<file path="config.mk">
export PLATFORM = sky130hd
export DESIGN_NAME = ped_event_detect
export DESIGN_NICKNAME = d
export VERILOG_FILES = /design/src/include/ped_pkg.sv /design/src/rtl/ped_event_detect.sv /design/src/rtl/ped_event_route.sv
export SDC_FILE = /design/constraint.sdc
export NUM_CORES = 1
export LEC_CHECK = 0
export BUFFER_PORTS_ARGS = -buffer_cell sky130_fd_sc_hd__buf_4
export CORE_AREA = 4 4 44 46
export DETAILED_ROUTE_END_ITERATION = 8
export DIE_AREA = 0 0 48 50
export GPL_TIMING_DRIVEN = 0
export PLACE_DENSITY = 0.77
export SYNTH_ARGS = -nofsm -noshare
export SYNTH_HDL_FRONTEND = slang
export SYNTH_SLANG_ARGS = --single-unit
export TNS_END_PERCENT = 10
</file>
<file path="constraint.sdc">
create_clock -name i_ref_clk -period 2.1 [get_ports i_ref_clk]
set_input_delay 0.105 -clock i_ref_clk [delete_from_list [all_inputs] [get_ports i_ref_clk]]
set_output_delay 0.105 -clock i_ref_clk [all_outputs]
set_load 0.02 [all_outputs]
</file>
<file path="src/include/ped_pkg.sv">
// Event codes and widths for the event-qualification block
`default_nettype none
package ped_pkg;
    localparam int SEL_W = 8;
    localparam int INC_W = 2;
    localparam int FP_EXC_W = 4;
    localparam int BP_W = 4;
    localparam logic [SEL_W-1:0] CODE_UNCACHED_READ = 8'h1E;
    localparam logic [SEL_W-1:0] CODE_INTERLOCK_STALL = 8'h1F;
    localparam logic [SEL_W-1:0] CODE_RESERVED_A = 8'h20;
    localparam logic [SEL_W-1:0] CODE_RESERVED_B = 8'h21;
    localparam logic [SEL_W-1:0] CODE_FLOAT_OP = 8'h22;
    localparam logic [SEL_W-1:0] CODE_BREAKPOINT_0 = 8'h23;
    localparam logic [INC_W-1:0] INC_NONE = 2'h0;
    localparam logic [INC_W-1:0] INC_ONE = 2'h1;
    localparam int BP0_BIT = 0;
endpackage
`default_nettype wire

</file>
<file path="src/rtl/ped_event_detect.sv">
// Qualifies performance events 1EH to 23H and routes them to two counters
// What this block does
// - Count each noncacheable memory read bus cycle.
// - Reads to I/O space never count.
// - Backoff-restarted read cycle is not recounted.
// - Count every address-generation interlock stall.
// - Interlocks in both pipes give two counts.
// - Count float add, sub, mul, div, rem, sqrt.
// - Each internal transcendental step counts once.
// - Four excluded exception kinds suppress the count.
// - Other float exceptions still count.
// - Integer multiply and other float-unit work counts.
// - First pipe address 0 matches count regardless of enable.
// - Disabled: second pipe matches are not checked.
// - Disabled: first pipe matches still checked, counted.
// - Match count coincides with match pin.
`default_nettype none
module ped_event_detect
    import ped_pkg::*;
(
    input wire logic i_ref_clk,
    input wire logic i_resetn,
    input wire logic i_bus_read_start,
    input wire logic i_bus_read_noncacheable,
    input wire logic i_bus_read_io,
    input wire logic i_bus_read_done,
    input wire logic i_bus_backoff_input_n,
    input wire logic i_address_interlock_stall_first,
    input wire logic i_address_interlock_stall_second,
    input wire logic i_float_op_valid,
    input wire logic [ped_pkg::FP_EXC_W-1:0] i_float_excluded_exc,
    input wire logic i_breakpoints_enabled,
    input wire logic i_bp0_hit_first,
    input wire logic i_bp0_hit_second,
    input wire logic [ped_pkg::BP_W-1:1] i_bp_hit_other,
    input wire logic [ped_pkg::SEL_W-1:0] i_event_select_0,
    input wire logic [ped_pkg::SEL_W-1:0] i_event_select_1,
    output logic [ped_pkg::BP_W-1:0] o_breakpoint_match_pins,
    output logic [ped_pkg::INC_W-1:0] o_increment_0,
    output logic [ped_pkg::INC_W-1:0] o_increment_1
);
    logic backoff_meta;
    logic backoff_sync;
    logic read_active;
    logic restart_pending;
    logic memory_read;
    logic uncached_hit;
    logic float_hit;
    logic bp0_first;
    logic bp0_second;
    logic [INC_W-1:0] uncached_inc;
    logic [INC_W-1:0] interlock_inc;
    logic [INC_W-1:0] float_inc;
    logic [INC_W-1:0] bp0_inc;
    logic [BP_W-1:0] next_pins;
    logic [INC_W-1:0] past_uncached;
    logic [INC_W-1:0] past_interlock;
    logic [INC_W-1:0] past_float;
    logic [INC_W-1:0] past_bp0;
    logic past_bp0_pin;

    // ----------------------------------------
    // Backoff pin synchroniser
    // ----------------------------------------
    always_ff @(posedge i_ref_clk or negedge i_resetn)
    begin
        if (!i_resetn)
        begin
            backoff_meta <= 1'b0;
            backoff_sync <= 1'b0;
        end
        else
        begin
            backoff_meta <= !i_bus_backoff_input_n;
            backoff_sync <= backoff_meta;
        end
    end

    // ----------------------------------------
    // Noncacheable memory read qualification
    // ----------------------------------------
    // Memory space only, noncacheable, instruction or data, incl. TLB walks
    assign memory_read = i_bus_read_start && i_bus_read_noncacheable && !i_bus_read_io;
    assign uncached_hit = memory_read && !restart_pending;
    assign uncached_inc = {1'b0, uncached_hit};

    // Tracks a counted read so its backoff restart is not counted again
    always_ff @(posedge i_ref_clk or negedge i_resetn)
    begin
        if (!i_resetn)
        begin
            read_active <= 1'b0;
            restart_pending <= 1'b0;
        end
        else
        begin
            if (memory_read)
                read_active <= 1'b1;
            else if (i_bus_read_done)
                read_active <= 1'b0;
            if (memory_read)
                restart_pending <= 1'b0;
            else if (read_active && backoff_sync)
                restart_pending <= 1'b1;
        end
    end

    // ----------------------------------------
    // Interlock stalls and float operations
    // ----------------------------------------
    // Both pipes in one clock give two counts
    assign interlock_inc = INC_W'({1'b0, i_address_interlock_stall_first})
                         + INC_W'({1'b0, i_address_interlock_stall_second});
    // One valid per internal step; only the four excluded exceptions block
    assign float_hit = i_float_op_valid && (i_float_excluded_exc == '0);
    assign float_inc = {1'b0, float_hit};

    // ----------------------------------------
    // Breakpoint 0 matches and pins
    // ----------------------------------------
    // First pipe always checked, second pipe only while enabled
    assign bp0_first = i_bp0_hit_first;
    assign bp0_second = i_bp0_hit_second && i_breakpoints_enabled;
    assign bp0_inc = INC_W'({1'b0, bp0_first}) + INC_W'({1'b0, bp0_second});
    assign next_pins = {i_bp_hit_other, bp0_first || bp0_second};

    // Pins register on the same edge as the routed increments
    always_ff @(posedge i_ref_clk or negedge i_resetn)
    begin
        if (!i_resetn)
            o_breakpoint_match_pins <= '0;
        else
            o_breakpoint_match_pins <= next_pins;
    end

    // ----------------------------------------
    // Per-counter routing
    // ----------------------------------------
    ped_event_route u_route_0 (
        .i_ref_clk(i_ref_clk),
        .i_resetn(i_resetn),
        .i_event_select(i_event_select_0),
        .i_uncached_read(uncached_inc),
        .i_interlock_stall(interlock_inc),
        .i_float_op(float_inc),
        .i_breakpoint_0(bp0_inc),
        .o_increment(o_increment_0)
    );

    ped_event_route u_route_1 (
        .i_ref_clk(i_ref_clk),
        .i_resetn(i_resetn),
        .i_event_select(i_event_select_1),
        .i_uncached_read(uncached_inc),
        .i_interlock_stall(interlock_inc),
        .i_float_op(float_inc),
        .i_breakpoint_0(bp0_inc),
        .o_increment(o_increment_1)
    );

    // ----------------------------------------
    // Checks
    // ----------------------------------------
    // Helper history of the qualified sources
    always_ff @(posedge i_ref_clk or negedge i_resetn)
    begin
        if (!i_resetn)
        begin
            past_uncached <= INC_NONE;
            past_interlock <= INC_NONE;
            past_float <= INC_NONE;
            past_bp0 <= INC_NONE;
            past_bp0_pin <= 1'b0;
        end
        else
        begin
            past_uncached <= uncached_inc;
            past_interlock <= interlock_inc;
            past_float <= float_inc;
            past_bp0 <= bp0_inc;
            past_bp0_pin <= bp0_first || bp0_second;
        end
    end

    chk_io_read_none: assert property (@(posedge i_ref_clk) disable iff (!i_resetn)
        i_bus_read_io && (i_event_select_0 == CODE_UNCACHED_READ) |=> o_increment_0 == INC_NONE)
        else $error("I/O read produced an uncached read count");
    chk_uncached_read_count: assert property (@(posedge i_ref_clk) disable iff (!i_resetn)
        memory_read && !restart_pending && (i_event_select_0 == CODE_UNCACHED_READ)
        |=> o_increment_0 == INC_ONE)
        else $error("Noncacheable memory read not counted");
    chk_restart_no_recount: assert property (@(posedge i_ref_clk) disable iff (!i_resetn)
        restart_pending && memory_read && (i_event_select_1 == CODE_UNCACHED_READ)
        |=> o_increment_1 == INC_NONE)
        else $error("Restarted read counted twice");
    chk_interlock_double: assert property (@(posedge i_ref_clk) disable iff (!i_resetn)
        i_address_interlock_stall_first && i_address_interlock_stall_second
        && (i_event_select_1 == CODE_INTERLOCK_STALL) |=> o_increment_1 == 2'h2)
        else $error("Dual interlock not counted twice");
    chk_interlock_single: assert property (@(posedge i_ref_clk) disable iff (!i_resetn)
        (i_address_interlock_stall_first != i_address_interlock_stall_second)
        && (i_event_select_0 == CODE_INTERLOCK_STALL) |=> o_increment_0 == INC_ONE)
        else $error("Single interlock miscounted");
    chk_float_excluded: assert property (@(posedge i_ref_clk) disable iff (!i_resetn)
        (i_float_excluded_exc != '0) && (i_event_select_0 == CODE_FLOAT_OP) |=> o_increment_0 == INC_NONE)
        else $error("Excluded exception counted");
    chk_float_counted: assert property (@(posedge i_ref_clk) disable iff (!i_resetn)
        i_float_op_valid && (i_float_excluded_exc == '0) && (i_event_select_1 == CODE_FLOAT_OP)
        |=> o_increment_1 == INC_ONE)
        else $error("Float operation not counted");
    chk_second_pipe_off: assert property (@(posedge i_ref_clk) disable iff (!i_resetn)
        !i_breakpoints_enabled && !i_bp0_hit_first |=> !o_breakpoint_match_pins[BP0_BIT])
        else $error("Second pipe match checked while disabled");
    chk_first_pipe_on: assert property (@(posedge i_ref_clk) disable iff (!i_resetn)
        i_bp0_hit_first && (i_event_select_0 == CODE_BREAKPOINT_0)
        |=> o_breakpoint_match_pins[BP0_BIT] && (o_increment_0 != INC_NONE))
        else $error("First pipe match not counted");
    chk_pin_coincide: assert property (@(posedge i_ref_clk) disable iff (!i_resetn)
        (i_event_select_1 == CODE_BREAKPOINT_0) ##1 $past(i_event_select_1) == i_event_select_1
        |-> (o_increment_1 != INC_NONE) == o_breakpoint_match_pins[BP0_BIT])
        else $error("Match count and pin disagree");
    chk_reserved_silent: assert property (@(posedge i_ref_clk) disable iff (!i_resetn)
        (i_event_select_0 == CODE_RESERVED_A) || (i_event_select_0 == CODE_RESERVED_B)
        |=> o_increment_0 == INC_NONE)
        else $error("Reserved code produced a count");
    chk_route_match: assert property (@(posedge i_ref_clk) disable iff (!i_resetn)
        ##1 ($past(i_event_select_1) == CODE_FLOAT_OP) |-> o_increment_1 == past_float)
        else $error("Routed increment differs from source");
endmodule
`default_nettype wire

</file>
<file path="src/rtl/ped_event_route.sv">
// Routes one counter's selected event increment to a registered output
`default_nettype none
module ped_event_route
    import ped_pkg::*;
(
    input wire logic i_ref_clk,
    input wire logic i_resetn,
    input wire logic [ped_pkg::SEL_W-1:0] i_event_select,
    input wire logic [ped_pkg::INC_W-1:0] i_uncached_read,
    input wire logic [ped_pkg::INC_W-1:0] i_interlock_stall,
    input wire logic [ped_pkg::INC_W-1:0] i_float_op,
    input wire logic [ped_pkg::INC_W-1:0] i_breakpoint_0,
    output logic [ped_pkg::INC_W-1:0] o_increment
);
    logic [INC_W-1:0] next_increment;

    // Code match picks one source; reserved and foreign codes give none
    assign next_increment = (i_event_select == CODE_UNCACHED_READ) ? i_uncached_read :
                            (i_event_select == CODE_INTERLOCK_STALL) ? i_interlock_stall :
                            (i_event_select == CODE_FLOAT_OP) ? i_float_op :
                            (i_event_select == CODE_BREAKPOINT_0) ? i_breakpoint_0 : INC_NONE;

    // Increment register
    always_ff @(posedge i_ref_clk or negedge i_resetn)
    begin
        if (!i_resetn)
            o_increment <= INC_NONE;
        else
            o_increment <= next_increment;
    end
endmodule
`default_nettype wire

</file>
==> metrics.txt <==
status finished, final reports clean; Avg Cell Area, Syn 10.1 um^2; hold path depth 2; Tot GR Track Use 13.0%; Max Clk Rate 726 MHz; Synth Instances 60; Yosys top cell by area dfrtp_1; vias after detailed routing 633; clk_lat worst skew 0.26 ns; Critical Path Start Type register; Clock Tree Buf Depth 2; Setup Crit Path Kind register to register; CP Capture Type register; Tcrit/Tclk final 65.6%; combinational power share 23.1%; Slew @ Worst Pin 0.230 ns; RSZ-0062 raised after global routing false; pin count of the biggest net entering global routing 13; top-count cell post-synth dfrtp_1; clock sink count 12; Routability Congestion 0.749; Post-Route WL 1500 um; Pleak 0.000512 uW; Mapped Area 604 um^2; first-pass GRT wire length 2300 um; Post-CTS Setup Repair Bufs 0; Ys Warns 0; relative slew slack 84.5%; Clock transition at path regs 0.06 ns; vias in the first global route 646; Post-synth EDFFs 0; Worst IR Drop VDD 0.000209 V; Primary FF master, synth dfrtp_1; fraction of registers with async set/reset 100%; Antenna Nets Post-Route 0; initial antenna violation count 0; Layout area overhead 68.7%; fin nets 152; Layout fillers 130; CP max FO 3; hold crit path type primary input to register; grt ovf 0; P_int 378 uW; Die W 48 um; worst clock skew 0.000612 ns; Clk pwr share 26.2%; R2R Path End u_route_0.o_increment[0]; switching part of the total power 22.6%; Root Buffer clkbuf_4; Power Density 479 nW/um^2; sequential fraction of the synthesis area 49.7%; top-area cell type share of the netlist area 49.7%; Num CTS Buffers 3; register bit total from synthesis 12; Via density 4.98; WP data arrival 1.58 ns; final core utilization 67.7%; commonest cells in the netlist dfrtp_1 (12), inv_1 (8), nor2_1 (6), nand2_1 (5), ha_1 (3); worst reg2reg path depth 4; core area 1510 um^2; DR WL/cell 11.8 um; port bufs 43; reg2reg setup slack 0.72 ns; Residual DRC 0; # setup viols final 0; Fin Setup TNS 0 ns; diode count 0; IO Pins 44; die outline height 50 um; Final Max Slew Viols 0; H-tree depth 1; Req. time, crit path 2.30 ns; full die area 2400 um^2; DRT iter0 DRCs 3; CTS tree yes; Row Count 14; Worst Hold Path EP read_active; HPWL after DPL 1300 um; sequential share of power 50.6%; top cells by area, synth dfrtp_1 (50%), ha_1 (6.2%), inv_1 (5.0%), nor2_1 (3.7%), nand2_1 (3.1%); drt first pass iters 4; syn_nets 99; Starting Density 40.1%; Min Clock Period, post-route 1.38 ns; layout cells sized above 1 46.8%; distinct cell type count after synthesis 27; Hold Path Origin i_bus_read_done; Net Sw Power 110 uW; reg2reg start restart_pending; final hold violations 0; Max Cap Violations 0
-- logic make-up (layout without fill, tap and decap cells) --
logic type,Yosys count,count (layout),synth area share [%]
AND/OR/NAND/NOR,27,27,26.3
flip-flops,12,12,49.7
AO/OA/AOI/OAI,10,10,12.8
adder cells (fa/ha/maj),3,3,6.21
buffers and inverters,8,59,4.97
-- worst max-delay path, stage by stage (launching register included) --
cell and delay (ns):
dfrtp_1 0.38, nand4bb_1 0.25, nor4_1 0.30, a2bb2oi_1 0.19, o221a_2 0.20
-- cell usage in the layout, fill, tap and decap left out, drive strengths merged, types with 2 or more instances in the layout --
cell,count
dlygate4sd3,5
ha,3
buf,43
nand4b,2
inv,8
dfrtp,12
nand2,5
clkbuf,3
nor2,6
nor2b,2
nor3,2
or2,2
a21oi,2
-- cell type report --
| type | count | area, um^2 | area share, % |
|---|---|---|---|
| tap | 16 | 20.0 | 1.96 |
| sequential | 12 | 300 | 29.4 |
| timing repair buffer | 48 | 373 | 36.6 |
| inverter | 8 | 30.0 | 2.94 |
| multi-input combinational | 40 | 274 | 26.9 |
| clock buffer | 3 | 22.5 | 2.21 |
-- power by group through the flow --
stage / clock (uW) / sequential, uW / combinational, uW
detailed placement: 0 / 252 / 107
global route: 144 / 248 / 126
global placement: 0 / 251 / 103
CTS: 135 / 248 / 114
floorplan: 0 / 256 / 28.8
finish: 128 / 248 / 113
-- repair_timing --
item	CTS	global route
hold endpoints to repair	16	0
resized for setup	0	0
hold buffers	5	0
-- metal layers --
layer / vias up / track usage [%] / share of wire, %
met5: - / 0 / 0
met4: 0 / 6.73 / 0.53
met3: 2 / 2.91 / 13
met2: 36 / 22.0 / 47
met1: 281 / 14.2 / 39
li1: 314 / - / -
-- worst max-delay path by stage --
stage	start	to	slack (ns)	cells past startpoint
global placement	i_event_select_1[7]	u_route_1.o_increment[1]	0.60	5
detailed placement	i_event_select_1[7]	u_route_1.o_increment[1]	0.59	5
CTS	restart_pending	u_route_0.o_increment[0]	0.72	4
finish	restart_pending	u_route_0.o_increment[0]	0.72	4
global route	restart_pending	u_route_0.o_increment[0]	0.60	4
floorplan	i_event_select_1[7]	u_route_1.o_increment[1]	0.75	4
-- sequential cells by signal, indices dropped and copies added (netlist names) --
| register | flops |
|---|---|
| backoff_sync | 1 |
| u_route_1.o_increment | 2 |
| read_active | 1 |
| u_route_0.o_increment | 2 |
| backoff_meta | 1 |
| restart_pending | 1 |
| o_breakpoint_match_pins | 4 |
-- per-stage QoR --
stage	area [um^2]	cells	hold WS (ns)	power (uW)	setup slack (ns)
5_1_grt	1020	127	0.0301	517	0.604
3_3_place_gp	947	119	-0.0537	354	0.597
4_1_cts	1020	127	0.0241	497	0.718
6_report	1020	127	0.0385	489	0.723
2_1_floorplan	604	60	-0.191	285	0.752
3_5_place_dp	947	119	-0.0524	359	0.590
Note: power is estimated with default switching activity, not from simulation.
